File: src/rtl/sram_port_pkg.sv
// constants, types and helpers shared by the burst-of-two memory port
// Operation
// address/control on k rise, data both clocks
// controller keeps clocks opposite, never resting
// echo clocks toggle always, even when idle
// echo edges match data output updates
// dll off low: bypass, clear lock
// dll running: lock after lock time
// dll off: read latency 1.0 cycle
// valid flag marks read data, echo aligned
// address ignored while deselected
// data pins released when no read
// narrow uses 18 lines, wide 36
// select high reads, low writes
// read beats at 2.5 and 3 cycles
// load registers address; nop keeps read
// byte write enables lane, per beat
// every access is two beats
// write beats one cycle after command
`default_nettype none
package sram_port_pkg;
  // ==========================================
  // widths
  localparam int DATA_W = 36;
  localparam int NARROW_W = 18;
  localparam int BYTE_W = 9;
  localparam int BYTES = 4;
  localparam int NARROW_BYTES = 2;
  localparam int ADDR_W = 18;
  localparam int MEM_AW = 4;
  localparam int MEM_D = 16;
  localparam int PIPE_D = 3;
  localparam int IN_W = ADDR_W + DATA_W + BYTES + 6;
  // ==========================================
  // read pipeline stages per latency mode
  localparam int STG_ON = 2;
  localparam int STG_OFF_B0 = 0;
  localparam int STG_OFF_B1 = 1;
  // ==========================================
  // dll lock counting, in k cycles
  localparam int LOCK_CNT_W = 12;
  localparam logic [LOCK_CNT_W-1:0] LOCK_KCYC_DEF = 12'h400;
  localparam logic [LOCK_CNT_W-1:0] LOCK_CNT_ONE = 12'h001;
  // ==========================================
  // types and reset values
  typedef logic [DATA_W-1:0] word_t;
  typedef logic [ADDR_W-1:0] addr_t;
  typedef logic [BYTES-1:0] bmask_t;
  typedef logic [MEM_AW-1:0] idx_t;
  localparam word_t WORD_ZERO = 36'h0_0000_0000;
  localparam word_t OE_OFF = 36'hf_ffff_ffff;
  localparam addr_t ADDR_ZERO = 18'h0_0000;
  localparam logic [IN_W-1:0] SYNC_RST = 64'h0000_0000_0000_0000;
  // ==========================================
  // helpers
  function automatic idx_t mem_idx(input addr_t a);
    mem_idx = a[MEM_AW-1:0];
  endfunction
  function automatic word_t lane_mask(input logic narrow);
    lane_mask = narrow ? {{(DATA_W-NARROW_W){1'b0}}, {NARROW_W{1'b1}}} : OE_OFF;
  endfunction
  function automatic word_t merge(input word_t old, input word_t din,
                                  input bmask_t bw_n, input logic narrow);
    merge = old;
    for (int b = 0; b < BYTES; b++)
    begin
      if (!bw_n[b] && (!narrow || b < NARROW_BYTES))
      begin
        merge[b*BYTE_W +: BYTE_W] = din[b*BYTE_W +: BYTE_W];
      end
    end
  endfunction
endpackage
`default_nettype wire

File: src/rtl/ddr_burst2_sram_port.sv
// device side logic of the burst-of-two double data rate memory port
`default_nettype none
module ddr_burst2_sram_port #(
  parameter logic [11:0] LOCK_KCYC = sram_port_pkg::LOCK_KCYC_DEF
) (
  input wire logic core_clk,
  input wire logic rst,
  input wire logic k_clk,
  input wire logic k_clk_n,
  input wire logic load_strobe_n,
  input wire logic read_write_sel,
  input wire sram_port_pkg::addr_t address_inputs,
  input wire sram_port_pkg::word_t bidir_data_lines_in,
  input wire sram_port_pkg::bmask_t byte_write_n,
  input wire logic dll_off_n,
  input wire logic narrow_mode,
  output sram_port_pkg::word_t read_data_outputs,
  output sram_port_pkg::word_t bidir_data_lines_oe_n,
  output logic echo_clock_true,
  output logic echo_clock_comp,
  output logic output_valid_flag,
  output logic dll_locked
);
  import sram_port_pkg::*;

  // ==========================================
  // input synchronisers
  logic [IN_W-1:0] in_bus;
  logic [IN_W-1:0] s1_r;
  logic [IN_W-1:0] s1_nxt;
  logic [IN_W-1:0] s2_r;
  logic [IN_W-1:0] s2_nxt;
  logic k_s;
  logic kn_s;
  logic ld_n_s;
  logic rw_s;
  logic dll_on_s;
  logic narrow_s;
  addr_t addr_s;
  word_t din_s;
  bmask_t bw_s;

  assign in_bus = {k_clk, k_clk_n, load_strobe_n, read_write_sel, address_inputs,
                   bidir_data_lines_in, byte_write_n, dll_off_n, narrow_mode};
  assign {k_s, kn_s, ld_n_s, rw_s, addr_s, din_s, bw_s, dll_on_s, narrow_s} = s2_r;

  always_comb
  begin
    s1_nxt = in_bus;
    s2_nxt = s1_r;
  end

  always_ff @(posedge core_clk or posedge rst)
  begin
    if (rst)
    begin
      s1_r <= SYNC_RST;
      s2_r <= SYNC_RST;
    end
    else
    begin
      s1_r <= s1_nxt;
      s2_r <= s2_nxt;
    end
  end

  // ==========================================
  // input clock edge detection
  logic k_prev_r;
  logic k_prev_nxt;
  logic kn_prev_r;
  logic kn_prev_nxt;
  logic k_rise;
  logic kn_rise;

  assign k_rise = k_s & ~k_prev_r;
  assign kn_rise = kn_s & ~kn_prev_r;

  always_comb
  begin
    k_prev_nxt = k_s;
    kn_prev_nxt = kn_s;
  end

  always_ff @(posedge core_clk or posedge rst)
  begin
    if (rst)
    begin
      k_prev_r <= 1'b0;
      kn_prev_r <= 1'b0;
    end
    else
    begin
      k_prev_r <= k_prev_nxt;
      kn_prev_r <= kn_prev_nxt;
    end
  end

  // ==========================================
  // command capture and read pipeline
  logic [PIPE_D-1:0] pv_r;
  logic [PIPE_D-1:0] pv_nxt;
  addr_t pa_r [PIPE_D];
  addr_t pa_nxt [PIPE_D];
  logic wp_r;
  logic wp_nxt;
  addr_t wa_r;
  addr_t wa_nxt;

  always_comb
  begin
    pv_nxt = pv_r;
    pa_nxt = pa_r;
    wp_nxt = wp_r;
    wa_nxt = wa_r;
    if (k_rise)
    begin
      for (int i = PIPE_D - 1; i > 0; i--)
      begin
        pv_nxt[i] = pv_r[i-1];
        pa_nxt[i] = pa_r[i-1];
      end
      pv_nxt[0] = ~ld_n_s & rw_s;
      wp_nxt = ~ld_n_s & ~rw_s;
      if (!ld_n_s)
      begin
        if (rw_s)
        begin
          pa_nxt[0] = addr_s;
        end
        else
        begin
          wa_nxt = addr_s;
        end
      end
    end
  end

  always_ff @(posedge core_clk or posedge rst)
  begin
    if (rst)
    begin
      pv_r <= '0;
      for (int i = 0; i < PIPE_D; i++)
      begin
        pa_r[i] <= ADDR_ZERO;
      end
      wp_r <= 1'b0;
      wa_r <= ADDR_ZERO;
    end
    else
    begin
      pv_r <= pv_nxt;
      pa_r <= pa_nxt;
      wp_r <= wp_nxt;
      wa_r <= wa_nxt;
    end
  end

  // ==========================================
  // write beats and storage
  word_t mem0_r [MEM_D];
  word_t mem0_nxt [MEM_D];
  word_t mem1_r [MEM_D];
  word_t mem1_nxt [MEM_D];
  logic wb1_r;
  logic wb1_nxt;
  addr_t wd_a_r;
  addr_t wd_a_nxt;

  always_comb
  begin
    mem0_nxt = mem0_r;
    mem1_nxt = mem1_r;
    wb1_nxt = wb1_r;
    wd_a_nxt = wd_a_r;
    if (kn_rise && wb1_r)
    begin
      mem1_nxt[mem_idx(wd_a_r)] = merge(mem1_r[mem_idx(wd_a_r)], din_s, bw_s, narrow_s);
      wb1_nxt = 1'b0;
    end
    if (k_rise && wp_r)
    begin
      mem0_nxt[mem_idx(wa_r)] = merge(mem0_r[mem_idx(wa_r)], din_s, bw_s, narrow_s);
      wd_a_nxt = wa_r;
      wb1_nxt = 1'b1;
    end
  end

  always_ff @(posedge core_clk or posedge rst)
  begin
    if (rst)
    begin
      for (int i = 0; i < MEM_D; i++)
      begin
        mem0_r[i] <= WORD_ZERO;
        mem1_r[i] <= WORD_ZERO;
      end
      wb1_r <= 1'b0;
      wd_a_r <= ADDR_ZERO;
    end
    else
    begin
      mem0_r <= mem0_nxt;
      mem1_r <= mem1_nxt;
      wb1_r <= wb1_nxt;
      wd_a_r <= wd_a_nxt;
    end
  end

  // ==========================================
  // read data, valid flag and echo clocks
  word_t dout_r;
  word_t dout_nxt;
  word_t oe_n_r;
  word_t oe_n_nxt;
  logic vld_r;
  logic vld_nxt;
  logic eck_r;
  logic eck_nxt;
  logic eckn_r;
  logic eckn_nxt;
  logic drv;
  word_t rdata;

  always_comb
  begin
    drv = 1'b0;
    rdata = WORD_ZERO;
    if (kn_rise)
    begin
      if (dll_on_s && pv_r[STG_ON])
      begin
        drv = 1'b1;
        rdata = mem0_r[mem_idx(pa_r[STG_ON])];
      end
      else if (!dll_on_s && pv_r[STG_OFF_B1])
      begin
        drv = 1'b1;
        rdata = mem1_r[mem_idx(pa_r[STG_OFF_B1])];
      end
    end
    else if (k_rise)
    begin
      if (dll_on_s && pv_r[STG_ON])
      begin
        drv = 1'b1;
        rdata = mem1_r[mem_idx(pa_r[STG_ON])];
      end
      else if (!dll_on_s && pv_r[STG_OFF_B0])
      begin
        drv = 1'b1;
        rdata = mem0_r[mem_idx(pa_r[STG_OFF_B0])];
      end
    end
  end

  always_comb
  begin
    dout_nxt = dout_r;
    oe_n_nxt = oe_n_r;
    vld_nxt = vld_r;
    eck_nxt = k_s;
    eckn_nxt = kn_s;
    if (k_rise || kn_rise)
    begin
      vld_nxt = drv;
      dout_nxt = drv ? (rdata & lane_mask(narrow_s)) : WORD_ZERO;
      oe_n_nxt = drv ? ~lane_mask(narrow_s) : OE_OFF;
    end
  end

  always_ff @(posedge core_clk or posedge rst)
  begin
    if (rst)
    begin
      dout_r <= WORD_ZERO;
      oe_n_r <= OE_OFF;
      vld_r <= 1'b0;
      eck_r <= 1'b0;
      eckn_r <= 1'b0;
    end
    else
    begin
      dout_r <= dout_nxt;
      oe_n_r <= oe_n_nxt;
      vld_r <= vld_nxt;
      eck_r <= eck_nxt;
      eckn_r <= eckn_nxt;
    end
  end

  assign read_data_outputs = dout_r;
  assign bidir_data_lines_oe_n = oe_n_r;
  assign output_valid_flag = vld_r;
  assign echo_clock_true = eck_r;
  assign echo_clock_comp = eckn_r;

  // ==========================================
  // delay-locked loop lock tracking
  logic [LOCK_CNT_W-1:0] lock_cnt_r;
  logic [LOCK_CNT_W-1:0] lock_cnt_nxt;
  logic locked_r;
  logic locked_nxt;

  always_comb
  begin
    lock_cnt_nxt = lock_cnt_r;
    locked_nxt = locked_r;
    if (!dll_on_s)
    begin
      lock_cnt_nxt = '0;
      locked_nxt = 1'b0;
    end
    else if (k_rise && !locked_r)
    begin
      lock_cnt_nxt = lock_cnt_r + LOCK_CNT_ONE;
      if (lock_cnt_nxt >= LOCK_KCYC)
      begin
        locked_nxt = 1'b1;
      end
    end
  end

  always_ff @(posedge core_clk or posedge rst)
  begin
    if (rst)
    begin
      lock_cnt_r <= '0;
      locked_r <= 1'b0;
    end
    else
    begin
      lock_cnt_r <= lock_cnt_nxt;
      locked_r <= locked_nxt;
    end
  end

  assign dll_locked = locked_r;

endmodule
`default_nettype wire

File: config.mk
export PLATFORM = sky130hd
export DESIGN_NAME = ddr_burst2_sram_port
export DESIGN_NICKNAME = d
export VERILOG_FILES = /design/src/rtl/sram_port_pkg.sv /design/src/rtl/ddr_burst2_sram_port.sv
export SDC_FILE = /design/constraint.sdc
export NUM_CORES = 2
export LEC_CHECK = 0
export BUFFER_PORTS_ARGS = -buffer_cell sky130_fd_sc_hd__buf_2
export CORE_ASPECT_RATIO = 0.6
export CORE_MARGIN = 1
export CORE_UTILIZATION = 59
export DETAILED_ROUTE_END_ITERATION = 16
export PLACE_DENSITY = 0.76
export SLEW_MARGIN = 20
export SYNTH_ARGS = -nofsm -noshare
export SYNTH_HDL_FRONTEND = slang
export SYNTH_SLANG_ARGS = --single-unit
export TNS_END_PERCENT = 50
File: constraint.sdc
create_clock -name core_clk -period 75.9 [get_ports core_clk]
set_input_delay 15.18 -clock core_clk [delete_from_list [all_inputs] [get_ports core_clk]]
set_output_delay 15.18 -clock core_clk [all_outputs]
set_load 0.01 [all_outputs]
Word level (Yosys, flattened, before mapping)
Cells that the tools add are included.
Widths: inputs -> output; s select.
{"block": "classes", "addsub": 1, "n_lt_le_gt_ge": 8, "eq_ne": 2, "muxes": 62, "bitwise_logic": 15, "n_reduce_logical": 20}
{"cell": "$bwmux 576", "n": 2}
{"cell": "$bmux 36 s4", "n": 6}
{"cell": "$mux 36", "n": 23}
{"cell": "$demux 36 s4", "n": 2}
{"cell": "$mux 9", "n": 16}
{"cell": "$and 36x36->36", "n": 1}
{"cell": "$not 36->36", "n": 1}
{"cell": "$ge 5x5->1 const B", "n": 5}
{"cell": "$not 4->5", "n": 5}
{"cell": "$mux 12", "n": 2}
{"cell": "$add 12x1->12 const B", "n": 1}
{"cell": "$ge 12x11->1 const B", "n": 1}
{"cell": "$mux 1", "n": 11}
{"cell": "$logic_and 1x1->1", "n": 10}
{"cell": "$lt 5x1->1 const B", "n": 2}
{"cell": "$reduce_and 3->1", "n": 2}
{"cell": "$logic_not 1->1", "n": 5}
{"cell": "$and 1x1->1", "n": 4}
{"cell": "$ne 2x1->1 const B", "n": 2}
{"cell": "$not 1->1", "n": 4}
{"cell": "$reduce_and 2->1", "n": 1}
{"cell": "$reduce_bool 2->1", "n": 1}
{"cell": "$logic_or 1x1->1", "n": 1}
{"block": "word_totals", "ff_bits": 1393, "input_bits": 66, "out_inout_bits": 76, "elab_cells": 157}

Longest topological paths before layout
{"block": "logic_depth", "ltp_word": 10, "depth_mapped": 10, "ltp_nobuf": 6}

Least setup slack after synthesis
OpenSTA, ideal clock, no wires.
{"block": "synth_path", "path_type": "reg-to-output", "from": "register, netlist name bidir_data_lines_oe_n[17]", "to": "output port bidir_data_lines_oe_n[10]", "t_arrival_ns": 0.851, "required_ns": 60.720, "setup_slack_ns": 59.869, "path_stages_with_launch": 2, "path_cell_list": "dfstp_2 -> buf_4"}
{"item": "to (decl)", "line": "ddr_burst2_sram_port.sv:18", "rtl": "output sram_port_pkg::word_t bidir_data_lines_oe_n,"}

==> impl_metrics.json <==
{
  "critPathLaunchType": "input pin",
  "endpoint_kind": "asynchronous set/reset pin",
  "numPortBuffers": 127,
  "async_flop_share_pct": 100,
  "clockBufferDepth": 3,
  "path_clk_slew_ps": 70,
  "fin_hold_ws_ps": 348,
  "clk_latency_ps": 790,
  "first_pass_iters": 6,
  "netlist_top_cells_count": "dfrtp_1 (1329), nor2_1 (981), a21oi_1 (952), mux4_2 (896), clkbuf_1 (358)",
  "cts_hold_buf": 0,
  "synth_top_family_by_area": "multiplexers",
  "cts_resized": 0,
  "fmax_ghz": 0.0519,
  "syn-num-nets": 6206,
  "syn_area_sq_mm": 0.0747,
  "dpl.hpwl_um": 131000,
  "post_cts_buffers": 0,
  "ff2ff_setup_slack_ps": 70830,
  "cts_tree": "built",
  "crit_arrival_ps": 20030,
  "postPlaceCellArea_sq_mm": 0.0755,
  "rsz0062_at_grt": "false",
  "grt_max_degree": 125,
  "detail-route-antenna-nets": 0,
  "cap_violations": 0,
  "synth_compound_area_share_pct": 10.9,
  "io-pin-count": 142,
  "fin_crit_sh_pct": 25.4,
  "post_drt_wl_per_cell_um": 29.9,
  "wirelength_um": 228000,
  "period_needed_ps": 19280,
  "grtUsageTotal_pct": 36.5,
  "die_h_um": 278,
  "clock_skew_ps": 39.6,
  "hp-class": "reg -> reg",
  "yosysWarnings": 0,
  "design_area_sq_mm": 0.0800,
  "muxShareOfSynthArea_pct": 32.7,
  "dieArea_sq_mm": 0.128,
  "synth_top_cell_area_share_pct": 44.5,
  "synthTopCellsByArea": "dfrtp_1 (45%), mux4_2 (27%), a21oi_1 (6.4%), nor2_1 (4.9%), mux2i_1 (3.7%)",
  "gp_congestion": 0.865,
  "num-nets-final": 5923,
  "synth_xor_area_share_pct": 0.141,
  "cts_made_buffers": 119,
  "syn_area_per_cell_sq_um": 12.2,
  "start_util_pct": 59.9,
  "synth_top_area_cell": "dfrtp_1",
  "powerDensity_mw_per_mm2": 33.7,
  "crit_type": "in -> async",
  "synth_ff_type": "dfrtp_1",
  "core_area_sq_mm": 0.125,
  "avgViaCountPerCell": 7.22,
  "clock_sinks": 1331,
  "power.total_mw": 2.70,
  "htreeDepth": 3,
  "antenna_found_initial": 1,
  "synth-edff-count": 0,
  "syn2layout_area_growth_pct": 7.04,
  "slew-limit-headroom_pct": 19.9,
  "drc": 0,
  "critical_path_required_ps": 76660,
  "vdd_drop_max_mv": 0.0272,
  "status": "completed",
  "ys_seq_area_share_pct": 44.6,
  "cts-root-buf": "clkbuf_16",
  "synth-simple-area-share_pct": 7.54,
  "slew_violations": 0,
  "finalSetupViolCount": 0,
  "synth-adder-area-share_pct": 0.0167,
  "setup_tns_ps": 0,
  "fillers": 9089,
  "ys_types": 56,
  "die_w_um": 461,
  "grt_pass1_vias": 55100,
  "synthCells": 6139,
  "overflow": 0,
  "routed-via-count": 55200,
  "yosysMostFrequentCell": "dfrtp_1",
  "drtIter0Drc": 7363,
  "crit_fanout": 124,
  "hold_violations": 0,
  "tightest_slew_ps": 1200,
  "drive_gt1_share_pct": 26.4,
  "synth-seq-cells": 1331,
  "grt_pass1_wl_um": 350000,
  "num_rows": 100,
  "leakage_nw": 32.8
}
-- kinds of logic after synthesis --
group | after synthesis
xor gates and xnor gates | 12
adders and majority gates | 1
AOI/OAI and AO/OA | 1461
DFF | 1331
and+or+nand+nor | 1417
muxes | 1265
buffers and inverters | 652
-- path summary, 6_finish.rpt --
check / start / to / cells past startpoint
max in group core_clk: bidir_data_lines_oe_n[17] / bidir_data_lines_oe_n[11] / 1
min in group asynchronous: rst / mem1_r[170] / 2
worst max register to register: pa_r[1] / read_data_outputs[25] / 8
worst min register to register: s1_r[5] / s2_r[5] / 0
worst max-delay path: rst / s2_r[3] / 7
worst min-delay path: s1_r[5] / s2_r[5] / 0
-- cell usage in the layout (no fill, tap or decap), drive strengths merged, types with 7 or more instances in the layout --
| cell type | instances |
|---|---|
| a22o | 16 |
| bufinv | 24 |
| a22oi | 80 |
| clkinvlp | 11 |
| nor2b | 28 |
| nand2 | 318 |
| buf | 245 |
| dfrtp | 1329 |
| mux2i | 309 |
| a21oi | 998 |
| mux2 | 60 |
| nor2 | 983 |
| or2 | 7 |
| o21ai | 231 |
| a221oi | 19 |
| o31ai | 15 |
| clkbuf | 156 |
| clkinv | 31 |
| and2 | 7 |
| a32oi | 15 |
| nor3 | 29 |
| o22ai | 41 |
| nand2b | 8 |
| a31oi | 31 |
| mux4 | 896 |
-- worst max-delay path: stages --
cell,delay (ps)
buf_2,130
inv_8,490
buf_4,760
buf_4,690
buf_4,800
buf_4,830
buf_4,770
-- per-layer routing --
layer  vias up  GRT usage, %  wire (um)  share of wire (%)
li1      22400             -          -                  -
met1     27800          50.8      82700                 36
met2      4192          51.4      99400                 44
met3       738          12.6      33400                 15
met4         0          17.9      13000                5.7
met5         -             0          0                  0
-- flip-flops by register name, summed over array words and instances, names as in the netlist --
name / count
dll_locked: 1
mem0_r: 576
wp_r: 1
s1_r: 50
bidir_data_lines_oe_n: 2
echo_clock_true: 1
mem1_r: 576
lock_cnt_r: 12
wd_a_r: 4
wb1_r: 1
output_valid_flag: 1
pv_r: 3
read_data_outputs: 36
echo_clock_comp: 1
pa_r: 12
s2_r: 50
wa_r: 4
-- area by class of cell --
cell class	instances	area (sq um)	share of cell area [%]
well taps	1683	2110	2.63
repair buffers	245	1600	2.00
clock buffers	156	3340	4.17
clock inverters	69	1030	1.29
flip-flops and latches	1331	33400	41.7
diodes	4	10.0	0.0125
multi-input cells	4156	38500	48.1
inverters	3	18.8	0.0235
-- where the power goes --
| group | total, mW | leakage (nW) | internal (mW) | switching [mW] |
|---|---|---|---|---|
| combinational | 0.954 | 12.8 | 0.493 | 0.461 |
| clock | 0.682 | 2.13 | 0.392 | 0.290 |
| sequential | 1.06 | 17.8 | 0.862 | 0.196 |
| total | 2.70 | 32.8 | 1.75 | 0.948 |
-- metrics by stage --
stage	cells	worst slack [ps]	util, %
after floorplan	6139	23200	-
after detailed placement	7416	55640	60.5
final	7647	56620	64.1
after global placement	7415	55740	60.5
after CTS	7641	56450	64.0
after global routing	7643	55850	64.1
No activity file was read; power rests on OpenSTA's default activity.
